===== src/core/stk_pkg.sv =====
// Register map, field layout and reset values of the system tick timer
package stk_pkg;
  // Register byte offsets
  localparam logic [7:0] OFF_CTRL_STATUS = 8'h00;
  localparam logic [7:0] OFF_RELOAD      = 8'h04;
  localparam logic [7:0] OFF_CURRENT     = 8'h08;
  localparam logic [7:0] OFF_IRQ_STATUS  = 8'h0c;
  localparam logic [7:0] OFF_IRQ_MASK    = 8'h10;
  localparam int unsigned ADDR_W         = 8;

  // Control and status fields
  localparam int unsigned BIT_ENABLE     = 0;
  localparam int unsigned BIT_CLK_CORE   = 2;
  localparam int unsigned BIT_ZERO_FLAG  = 16;

  // Interrupt status and mask fields
  localparam int unsigned BIT_IRQ_TICK   = 0;
  localparam int unsigned IRQ_W          = 1;

  // Count field width and reset values
  localparam int unsigned COUNT_W        = 24;
  localparam logic [23:0] RELOAD_RST     = 24'h000000;
  localparam logic [23:0] COUNT_RST      = 24'h000000;
  localparam logic        ENABLE_RST     = 1'b0;
  localparam logic [0:0]  IRQ_MASK_RST   = 1'h0;

  // AXI response codes
  localparam logic [1:0]  RESP_OKAY      = 2'h0;
  localparam logic [1:0]  RESP_SLVERR    = 2'h2;
endpackage : stk_pkg


===== src/core/stk_top.sv =====
// System tick timer: 24-bit down counter with reload, current count and AXI4-Lite registers
// Functional notes
// - Reload field is bits 23:0; copied into the count when the count is zero while the counter is counting.
// - Bits 31:24 of reload and count are reserved; read zero, writes ignored.
// - A count read returns the live counter value at the read handshake.
// - Any write to the current count register clears the count to zero.
// - A write to the current count register also clears the zero-reached flag.
// - No calibration register exists; its offset is unmapped.
// - Enabled counter decrements each clock, reloads after zero; period is reload plus one.
// - Reaching zero sets the zero-reached flag; reading control and status clears it.
// - Reload of zero stops the counter at the next wrap.
// - While the core is halted for debug the counter holds.
`timescale 1ns/1ns
module stk_top #(
  parameter int unsigned CNT_W = stk_pkg::COUNT_W
) (
  // Clock and reset
  input  wire logic                       aclk,
  input  wire logic                       aresetn,
  // Core debug state
  input  wire logic                       debug_halt,
  // AXI4-Lite write address
  input  wire logic [stk_pkg::ADDR_W-1:0] s_axi_awaddr,
  input  wire logic [2:0]                 s_axi_awprot,
  input  wire logic                       s_axi_awvalid,
  output logic                            s_axi_awready,
  // AXI4-Lite write data
  input  wire logic [31:0]                s_axi_wdata,
  input  wire logic [3:0]                 s_axi_wstrb,
  input  wire logic                       s_axi_wvalid,
  output logic                            s_axi_wready,
  // AXI4-Lite write response
  output logic [1:0]                      s_axi_bresp,
  output logic                            s_axi_bvalid,
  input  wire logic                       s_axi_bready,
  // AXI4-Lite read address
  input  wire logic [stk_pkg::ADDR_W-1:0] s_axi_araddr,
  input  wire logic [2:0]                 s_axi_arprot,
  input  wire logic                       s_axi_arvalid,
  output logic                            s_axi_arready,
  // AXI4-Lite read data
  output logic [31:0]                     s_axi_rdata,
  output logic [1:0]                      s_axi_rresp,
  output logic                            s_axi_rvalid,
  input  wire logic                       s_axi_rready,
  // Interrupt and tick event
  output logic                            irq,
  output logic                            tick_pulse
);

  // Byte-lane merge of new write data into an existing register value
  function automatic logic [31:0] lane_merge(input logic [31:0] old_val,
                                             input logic [31:0] new_val,
                                             input logic [3:0]  strb);
    logic [31:0] res;
    res = old_val;
    for (int i = 0; i < 4; i++) begin
      if (strb[i]) begin
        res[i*8 +: 8] = new_val[i*8 +: 8];
      end
    end
    return res;
  endfunction : lane_merge

  // Address decode shared by both channels
  function automatic logic is_mapped(input logic [stk_pkg::ADDR_W-1:0] a);
    return (a == stk_pkg::OFF_CTRL_STATUS) || (a == stk_pkg::OFF_RELOAD) ||
           (a == stk_pkg::OFF_CURRENT) || (a == stk_pkg::OFF_IRQ_STATUS) ||
           (a == stk_pkg::OFF_IRQ_MASK);
  endfunction : is_mapped

  // The protection inputs are ignored: every register is open to any master

  // Timer state
  logic [CNT_W-1:0]             reload_val;
  logic [CNT_W-1:0]             count;
  logic                         enable;
  logic                         zero_flag;
  logic [stk_pkg::IRQ_W-1:0]    irq_status;
  logic [stk_pkg::IRQ_W-1:0]    irq_mask;

  // Write channel holding state
  logic                         aw_got;
  logic                         w_got;
  logic [stk_pkg::ADDR_W-1:0]   wr_addr;
  logic [31:0]                  wr_data;
  logic [3:0]                   wr_strb;
  logic                         next_aw_got;
  logic                         next_w_got;
  logic                         do_wr;
  logic                         rd_take;

  // Decoded write strobes and timer events
  logic                         wr_ctrl;
  logic                         wr_reload;
  logic                         wr_current;
  logic                         wr_status;
  logic                         wr_mask;
  logic                         rd_ctrl;
  logic                         counting;
  logic                         hit_zero;
  logic [31:0]                  rd_value;
  logic [31:0]                  ctrl_word;
  logic [31:0]                  mask_word;
  logic [31:0]                  reload_word;

  // Write executes once address and data are both held and no response is pending
  assign do_wr      = aw_got && w_got && !s_axi_bvalid;
  assign rd_take    = s_axi_arvalid && s_axi_arready;
  assign wr_ctrl    = do_wr && (wr_addr == stk_pkg::OFF_CTRL_STATUS);
  assign wr_reload  = do_wr && (wr_addr == stk_pkg::OFF_RELOAD);
  assign wr_current = do_wr && (wr_addr == stk_pkg::OFF_CURRENT);
  assign wr_status  = do_wr && (wr_addr == stk_pkg::OFF_IRQ_STATUS);
  assign wr_mask    = do_wr && (wr_addr == stk_pkg::OFF_IRQ_MASK);
  // A bus read of control and status, or a count write, clears the zero-reached flag
  assign rd_ctrl    = rd_take && (s_axi_araddr == stk_pkg::OFF_CTRL_STATUS);

  // Counter advances only when enabled and the core is running
  assign counting = enable && !debug_halt;
  // The tick fires on the step from one to zero, so a zero reload never fires
  assign hit_zero = counting && !wr_current && (count == CNT_W'(1));

  always_comb begin
    next_aw_got = aw_got;
    next_w_got  = w_got;
    if (s_axi_awvalid && s_axi_awready) begin
      next_aw_got = 1'b1;
    end else if (do_wr) begin
      next_aw_got = 1'b0;
    end
    if (s_axi_wvalid && s_axi_wready) begin
      next_w_got = 1'b1;
    end else if (do_wr) begin
      next_w_got = 1'b0;
    end
  end

  // Address and data are taken independently, one of each held at a time
  always_ff @(posedge aclk) begin
    if (!aresetn) begin
      aw_got        <= 1'b0;
      w_got         <= 1'b0;
      s_axi_awready <= 1'b0;
      s_axi_wready  <= 1'b0;
      wr_addr       <= '0;
      wr_data       <= 32'h00000000;
      wr_strb       <= 4'h0;
    end else begin
      aw_got        <= next_aw_got;
      w_got         <= next_w_got;
      s_axi_awready <= !next_aw_got;
      s_axi_wready  <= !next_w_got;
      if (s_axi_awvalid && s_axi_awready) begin
        wr_addr <= s_axi_awaddr;
      end
      if (s_axi_wvalid && s_axi_wready) begin
        wr_data <= s_axi_wdata;
        wr_strb <= s_axi_wstrb;
      end
    end
  end

  // Write response handshake; only one response is ever outstanding
  always_ff @(posedge aclk) begin
    if (!aresetn) begin
      s_axi_bvalid <= 1'b0;
    end else if (do_wr) begin
      s_axi_bvalid <= 1'b1;
    end else if (s_axi_bready) begin
      s_axi_bvalid <= 1'b0;
    end
  end

  // Response code; unmapped offsets, the calibration slot among them, answer SLVERR
  always_ff @(posedge aclk) begin
    if (!aresetn) begin
      s_axi_bresp <= stk_pkg::RESP_OKAY;
    end else if (do_wr) begin
      s_axi_bresp <= is_mapped(wr_addr) ? stk_pkg::RESP_OKAY : stk_pkg::RESP_SLVERR;
    end
  end

  assign ctrl_word   = lane_merge({31'h00000000, enable}, wr_data, wr_strb);
  assign mask_word   = lane_merge({{(32-stk_pkg::IRQ_W){1'b0}}, irq_mask}, wr_data, wr_strb);
  assign reload_word = lane_merge({{(32-CNT_W){1'b0}}, reload_val}, wr_data, wr_strb);

  // Software configuration registers
  always_ff @(posedge aclk) begin
    if (!aresetn) begin
      enable     <= stk_pkg::ENABLE_RST;
      reload_val <= CNT_W'(stk_pkg::RELOAD_RST);
      irq_mask   <= stk_pkg::IRQ_MASK_RST;
    end else begin
      if (wr_ctrl) begin
        enable <= ctrl_word[stk_pkg::BIT_ENABLE];
      end
      // Reserved upper bits never reach the reload field
      if (wr_reload) begin
        reload_val <= reload_word[CNT_W-1:0];
      end
      if (wr_mask) begin
        irq_mask <= mask_word[stk_pkg::IRQ_W-1:0];
      end
    end
  end

  // Down counter
  // A count write outranks counting and, through hit_zero, produces no tick
  always_ff @(posedge aclk) begin
    if (!aresetn) begin
      count <= CNT_W'(stk_pkg::COUNT_RST);
    end else if (wr_current) begin
      count <= '0;
    end else if (counting) begin
      if (count == '0) begin
        // A zero reload leaves the count parked at zero
        count <= reload_val;
      end else begin
        count <= count - CNT_W'(1);
      end
    end
  end

  // Zero-reached flag; a new zero event wins over a clear in the same cycle
  always_ff @(posedge aclk) begin
    if (!aresetn) begin
      zero_flag <= 1'b0;
    end else if (hit_zero) begin
      zero_flag <= 1'b1;
    end else if (rd_ctrl || wr_current) begin
      zero_flag <= 1'b0;
    end
  end

  // Sticky interrupt status, write one to clear, set wins
  always_ff @(posedge aclk) begin
    if (!aresetn) begin
      irq_status <= '0;
    end else if (hit_zero) begin
      irq_status[stk_pkg::BIT_IRQ_TICK] <= 1'b1;
    end else if (wr_status && wr_strb[0] && wr_data[stk_pkg::BIT_IRQ_TICK]) begin
      irq_status[stk_pkg::BIT_IRQ_TICK] <= 1'b0;
    end
  end

  // Registered outputs: irq lags the status by one cycle, tick_pulse rises with the status, traded for clean flop outputs
  always_ff @(posedge aclk) begin
    if (!aresetn) begin
      irq        <= 1'b0;
      tick_pulse <= 1'b0;
    end else begin
      irq        <= |(irq_status & irq_mask);
      tick_pulse <= hit_zero;
    end
  end

  // Read mux; the count is sampled live with no holding copy
  // Reserved bits of every register read as zero
  always_comb begin
    rd_value = 32'h00000000;
    case (s_axi_araddr)
      stk_pkg::OFF_CTRL_STATUS: begin
        rd_value[stk_pkg::BIT_ENABLE]    = enable;
        rd_value[stk_pkg::BIT_CLK_CORE]  = 1'b1;
        rd_value[stk_pkg::BIT_ZERO_FLAG] = zero_flag;
      end
      stk_pkg::OFF_RELOAD:     rd_value[CNT_W-1:0] = reload_val;
      stk_pkg::OFF_CURRENT:    rd_value[CNT_W-1:0] = count;
      stk_pkg::OFF_IRQ_STATUS: rd_value[stk_pkg::IRQ_W-1:0] = irq_status;
      stk_pkg::OFF_IRQ_MASK:   rd_value[stk_pkg::IRQ_W-1:0] = irq_mask;
      default:                 rd_value = 32'h00000000;
    endcase
  end

  // Read handshake: one read in flight, address refused while data waits
  always_ff @(posedge aclk) begin
    if (!aresetn) begin
      s_axi_arready <= 1'b0;
      s_axi_rvalid  <= 1'b0;
    end else if (rd_take) begin
      s_axi_arready <= 1'b0;
      s_axi_rvalid  <= 1'b1;
    end else if (s_axi_rvalid && s_axi_rready) begin
      s_axi_rvalid  <= 1'b0;
      s_axi_arready <= 1'b1;
    end else if (!s_axi_rvalid) begin
      s_axi_arready <= 1'b1;
    end
  end

  // Read payload, registered at the address handshake
  always_ff @(posedge aclk) begin
    if (!aresetn) begin
      s_axi_rdata <= 32'h00000000;
      s_axi_rresp <= stk_pkg::RESP_OKAY;
    end else if (rd_take) begin
      s_axi_rdata <= rd_value;
      s_axi_rresp <= is_mapped(s_axi_araddr) ? stk_pkg::RESP_OKAY : stk_pkg::RESP_SLVERR;
    end
  end

endmodule : stk_top


===== config.mk =====
export PLATFORM = sky130hd
export DESIGN_NAME = stk_top
export DESIGN_NICKNAME = d
export VERILOG_FILES = /design/src/core/stk_pkg.sv /design/src/core/stk_top.sv
export SDC_FILE = /design/constraint.sdc
export NUM_CORES = 1
export LEC_CHECK = 0
export ABC_CLOCK_PERIOD_IN_PS = 2750
export BUFFER_PORTS_ARGS = -buffer_cell sky130_fd_sc_hd__clkbuf_2
export CAP_MARGIN = 20
export CORE_MARGIN = 3
export CORE_UTILIZATION = 40
export DETAILED_ROUTE_END_ITERATION = 8
export PLACE_DENSITY_LB_ADDON = 0.2
export SLEW_MARGIN = 20
export SYNTH_ARGS = -nofsm -noshare
export SYNTH_HDL_FRONTEND = slang
export SYNTH_SLANG_ARGS = --single-unit

===== constraint.sdc =====
create_clock -name aclk -period 2.75 [get_ports aclk]
set_input_delay 0.6875 -clock aclk [delete_from_list [all_inputs] [get_ports aclk]]
set_output_delay 0.6875 -clock aclk [all_outputs]
set_load 0.01 [all_outputs]

# Word level (Yosys, flattened, before mapping)
# Index checks and enable logic that the tools add are counted.
# classes
addsub,1
eq_ne,10
mux,23
n_bitwise,2
reduce_logical,45
# op_table
operator,n
"8-bit by 4-bit == test with 1-bit output, second input constant",4
13-bit case mux with 2 select lines,1
"24-bit by 1-bit == test with 1-bit output, second input constant",1
24-bit logical NOT,1
24-bit two-way mux,1
"24-bit by 1-bit subtractor with 24-bit output, second input constant",1
1-bit logical AND,17
"8-bit by 3-bit == test with 1-bit output, second input constant",2
"8-bit by 5-bit == test with 1-bit output, second input constant",2
8-bit logical NOT,2
1-bit two-way mux,14
7-bit case mux with 2 select lines,1
2-bit AND reduction,5
1-bit logical OR,9
2-bit nonzero test,4
1-bit case mux with 3 select lines,2
1-bit logical NOT,5
1-bit case mux with 5 select lines,1
2-bit two-way mux,2
2-bit OR reduction,2
"2-bit by 1-bit != test with 1-bit output, second input constant",1
1-bit case mux with 2 select lines,1
1-bit bitwise AND,1
1-bit NOT,1
# word_totals
register_bits,124
in_bits,66
out_inout_bits,43
elab_cells,104

# Depth between registers and ports, before layout
# logic_depth
depth_word,7
ltp_mapped,9
mapped_depth_nobuf,7

# Worst setup path before layout
# Ideal clock, no wire load.
# synth_timing
path_type,input-to-reg
start,input s_axi_araddr[2] (netlist name)
end,register s_axi_rdata[0]
setup_ps,115
t_arrival_ps,1920
required_ps,2635
setup_slack_ps,715
cell_stages,6
n_path_buf,1
path_cell_list,clkbuf_1 > mux4_2 > nor2b_1 > a31oi_1 > o31ai_1 > and2_1
# synth_via
elab_chain_cells,2
word_cells_on_any_way,6
classes_between,eq/ne (4); mux (1); reduce/logical (1)
# synth_lines
element,line_no,rtl
"start, declared",stk_top.sv:37,"input wire logic [stk_pkg::ADDR_W-1:0] s_axi_araddr,"
"8-bit by 5-bit == test with 1-bit output, or another cell as far along",stk_top.sv:261,case (s_axi_araddr)
1-bit case mux with 5 select lines *,stk_top.sv:261,
"end signal, assigned",stk_top.sv:297,s_axi_rdata <= rd_value;
"end, declared",stk_top.sv:42,"output logic [31:0] s_axi_rdata,"
# Every way passes the cells marked *; elsewhere a longest branch is shown, timed or not.
# A chain may end at the register's enable or synchronous reset.

# Worst setup path after layout
# layout_timing
start,register count[19]
end,register count[10]
# layout_via
elab_chain_cells,2
# layout_lines
element,line_no,rtl
"start, declared",stk_top.sv:76,logic [CNT_W-1:0] count;
"start signal, assigned",stk_top.sv:211,count <= CNT_W'(stk_pkg::COUNT_RST);
"start signal, assigned",stk_top.sv:217,count <= reload_val;
"start signal, assigned",stk_top.sv:219,count <= count - CNT_W'(1);
24-bit logical NOT,stk_top.sv:215,if (count == '0) begin
24-bit two-way mux,stk_top.sv:215,
# Every way passes these cells.

==> impl_metrics.tcl <==
set metrics [dict create \
    status "complete, no violations" \
    area_growth_syn_to_layout_pct 20.3 \
    rsz0062_at_grt "no" \
    first_pass_iters 7 \
    cpPeakStageDelay_ps 560 \
    min_period_ps 2380 \
    ys_seq_area_share_pct 42.7 \
    h-tree-depth 4 \
    p_per_area_nw_per_um2 676 \
    cts_buffers 17 \
    grt-ovfl-total 0 \
    leakagePower_nw 2.68 \
    first_iter_violations 306 \
    ys_seq_elements 122 \
    drv_slew 0 \
    grt_pass1_wl_um 25300 \
    cts_root_buf "clkbuf_16" \
    hpwl_um 10900 \
    gr-usage-all-layers_pct 19.8 \
    hold_viol_final 0 \
    post-route-util_pct 49.4 \
    via_per_inst 5.48 \
    portBuffers 83 \
    io_pins 109 \
    synthArstFlopShare_pct 0 \
    start_util_pct 41.1 \
    worst-path-buf-inv 0 \
    final_cell_mix "nand2_1 (153), dfxtp_1 (122), clkbuf_2 (83), a21boi_0 (57), nor2_1 (38)" \
    stdcell_count 949 \
    row_count 43 \
    worst_ir_drop_vdd_v 0.000377 \
    maxCapViolations 0 \
    clock_sinks 122 \
    drc 0 \
    rrSetupSlack_ps 370 \
    worstPathRequired_ps 3080 \
    vias 5201 \
    synth_area_per_cell_um2 8.28 \
    start_kind "register" \
    crit_slowest_cell "nor4_2" \
    ctsHoldBuffers 0 \
    die_x_um 126 \
    placed_cells 917 \
    cts_max_path_buffers 2 \
    cp_top_family "simple AND/OR/NAND/NOR gates" \
    fin_setup_tns_ps 0 \
    post_cts_buffers 0 \
    ant_nets 0 \
    avgRoutedWirePerCell_um 16.4 \
    cts_tree "yes" \
    antenna_cells 0 \
    finalWirelength_um 15600 \
    grt_max_degree 57 \
    relSlewSlack_pct 42.5 \
    clk_latency_ps 420 \
    final_common_cell "nand2_1" \
    die_h_um 126 \
    place.gp.congestion 0.896 \
    tightest_slew_ps 860 \
    max_freq_mhz 420 \
    clk_pin_slew_worst_paths_ps 60 \
    ctsResizeCount 0 \
    synth_flop_cell "dfxtp_1" \
    antenna_found_initial 0 \
    synth_area_um2 5720 \
    cp.arrival_ps 2720 \
    cp-end-kind "register" \
    synth_warnings 0 \
    fin_skew_ps 8.75 \
    worst_slack_ps 366 \
    crit_chain "nor4_2 > and4_1 > nand3_2 > a21o_1 > a221oi_2" \
    cp_max_fo 14 \
    min_period_over_period_pct 86.7 \
    synth_edf_count 0 \
    nNetsFinal 825 \
    setup.worst_path.class "register to register" \
    synth_cell_type_count 60 \
    dieArea_um2 15800 \
    syn_inst 691 \
    setup_viol 0 \
    grt_pass1_vias 4961 \
    core-area_um2 13900 \
    pre_cts_ws_ps 463 \
    hold_path.class "register to register" \
    drive_gt1_share_pct 19.0 \
]
[layer usage]
metal / GRT usage, % / routed length [um] / vias to the layer above
li1: - / - / 2579
met1: 26.5 / 7230 / 2432
met2: 31.2 / 7210 / 166
met3: 4.57 / 882 / 24
met4: 7.72 / 281 / 0
met5: 0 / 0 / -
[flip-flops by register name, indices dropped and copies added (netlist names), 3 cells and up]
name,count
count,24
reload_val,24
wr_addr,8
s_axi_rdata,24
wr_strb,3
wr_data,24
[final timing paths]
path | startpoint | endpoint | depth (start not counted)
worst max-delay path | count[19]$_SDFFE_PP0P_ | count[10]$_SDFFE_PP0P_ | 5
worst min-delay path | wr_data[23]$_SDFFE_PN0P_ | wr_data[23]$_SDFFE_PN0P_ | 2
worst max register to register | count[19]$_SDFFE_PP0P_ | count[10]$_SDFFE_PP0P_ | 5
worst min register to register | wr_data[23]$_SDFFE_PN0P_ | wr_data[23]$_SDFFE_PN0P_ | 2
[final cells by class]
cell class | instances | area [um^2]
Fill cell | 1336 | 7050
Tap cell | 180 | 225
Inverter | 10 | 37.5
Multi-Input combinational cell | 506 | 2960
Sequential cell | 122 | 2440
Clock inverter | 11 | 218
Timing Repair Buffer | 99 | 548
Clock buffer | 21 | 450
[metrics by stage]
stage               cell area (um^2)  power, mW  hold WS [ps]
floorplan                       5750       2.05           435
global placement                6210       2.14           450
detailed placement              6210       2.15           454
CTS                             6880       4.68           462
global route                    6880       4.80           483
finish                          6880       4.65           465
[worst reg2reg max path: stages, from the launching register on]
cell,delay [ps]
dfxtp_1,380
nor4_2,560
and4_1,460
nand3_2,410
a21o_1,290
a221oi_2,190
[cells in the mapped netlist (2+ instances only)]
cell | n | area (um^2)
nand2_1 | 153 | 574
dfxtp_1 | 122 | 2440
a21boi_0 | 57 | 428
nor2_1 | 38 | 143
clkbuf_1 | 36 | 135
o21ai_0 | 33 | 165
a221oi_1 | 25 | 219
nand3_1 | 23 | 115
buf_4 | 15 | 113
a31oi_1 | 14 | 87.6
a21oi_1 | 13 | 65.1
nor3_1 | 13 | 65.1
and2_1 | 11 | 68.8
inv_1 | 10 | 37.5
nand4_1 | 10 | 62.6
nor2b_1 | 10 | 62.6
mux2i_1 | 6 | 60.1
nand2b_1 | 6 | 37.5
nor4_1 | 6 | 37.5
or3_1 | 6 | 37.5
a21boi_1 | 5 | 37.5
buf_2 | 5 | 25.0
a2bb2oi_1 | 4 | 35.0
and4_1 | 4 | 35.0
buf_6 | 4 | 45.0
o22ai_1 | 4 | 25.0
o31ai_1 | 4 | 30.0
or4_1 | 4 | 30.0
a22oi_1 | 3 | 22.5
ha_1 | 3 | 37.5
nand3_2 | 3 | 30.0
nand3b_1 | 3 | 22.5
nor3b_1 | 3 | 22.5
nor4_4 | 3 | 63.8
a311oi_1 | 2 | 17.5
a32oi_1 | 2 | 17.5
and3_1 | 2 | 12.5
buf_1 | 2 | 7.51
o21a_1 | 2 | 15.0
o2bb2ai_1 | 2 | 17.5
[cells by family after synthesis]
logic type	Yosys count	share of synthesized area, %
flops	122	42.7
mux	7	1.44
fa+ha+maj	3	0.656
other cells	1	0.0656
compound gates	179	22.3
buf+inv	72	6.34
simple gates	307	26.5
[power breakdown]
group	total, mW	switching, mW	internal [mW]
Clock	2.54	0.815	1.72
Sequential	1.86	0.0357	1.82
Combinational	0.253	0.146	0.107
Power figures use the tool's default switching activity.
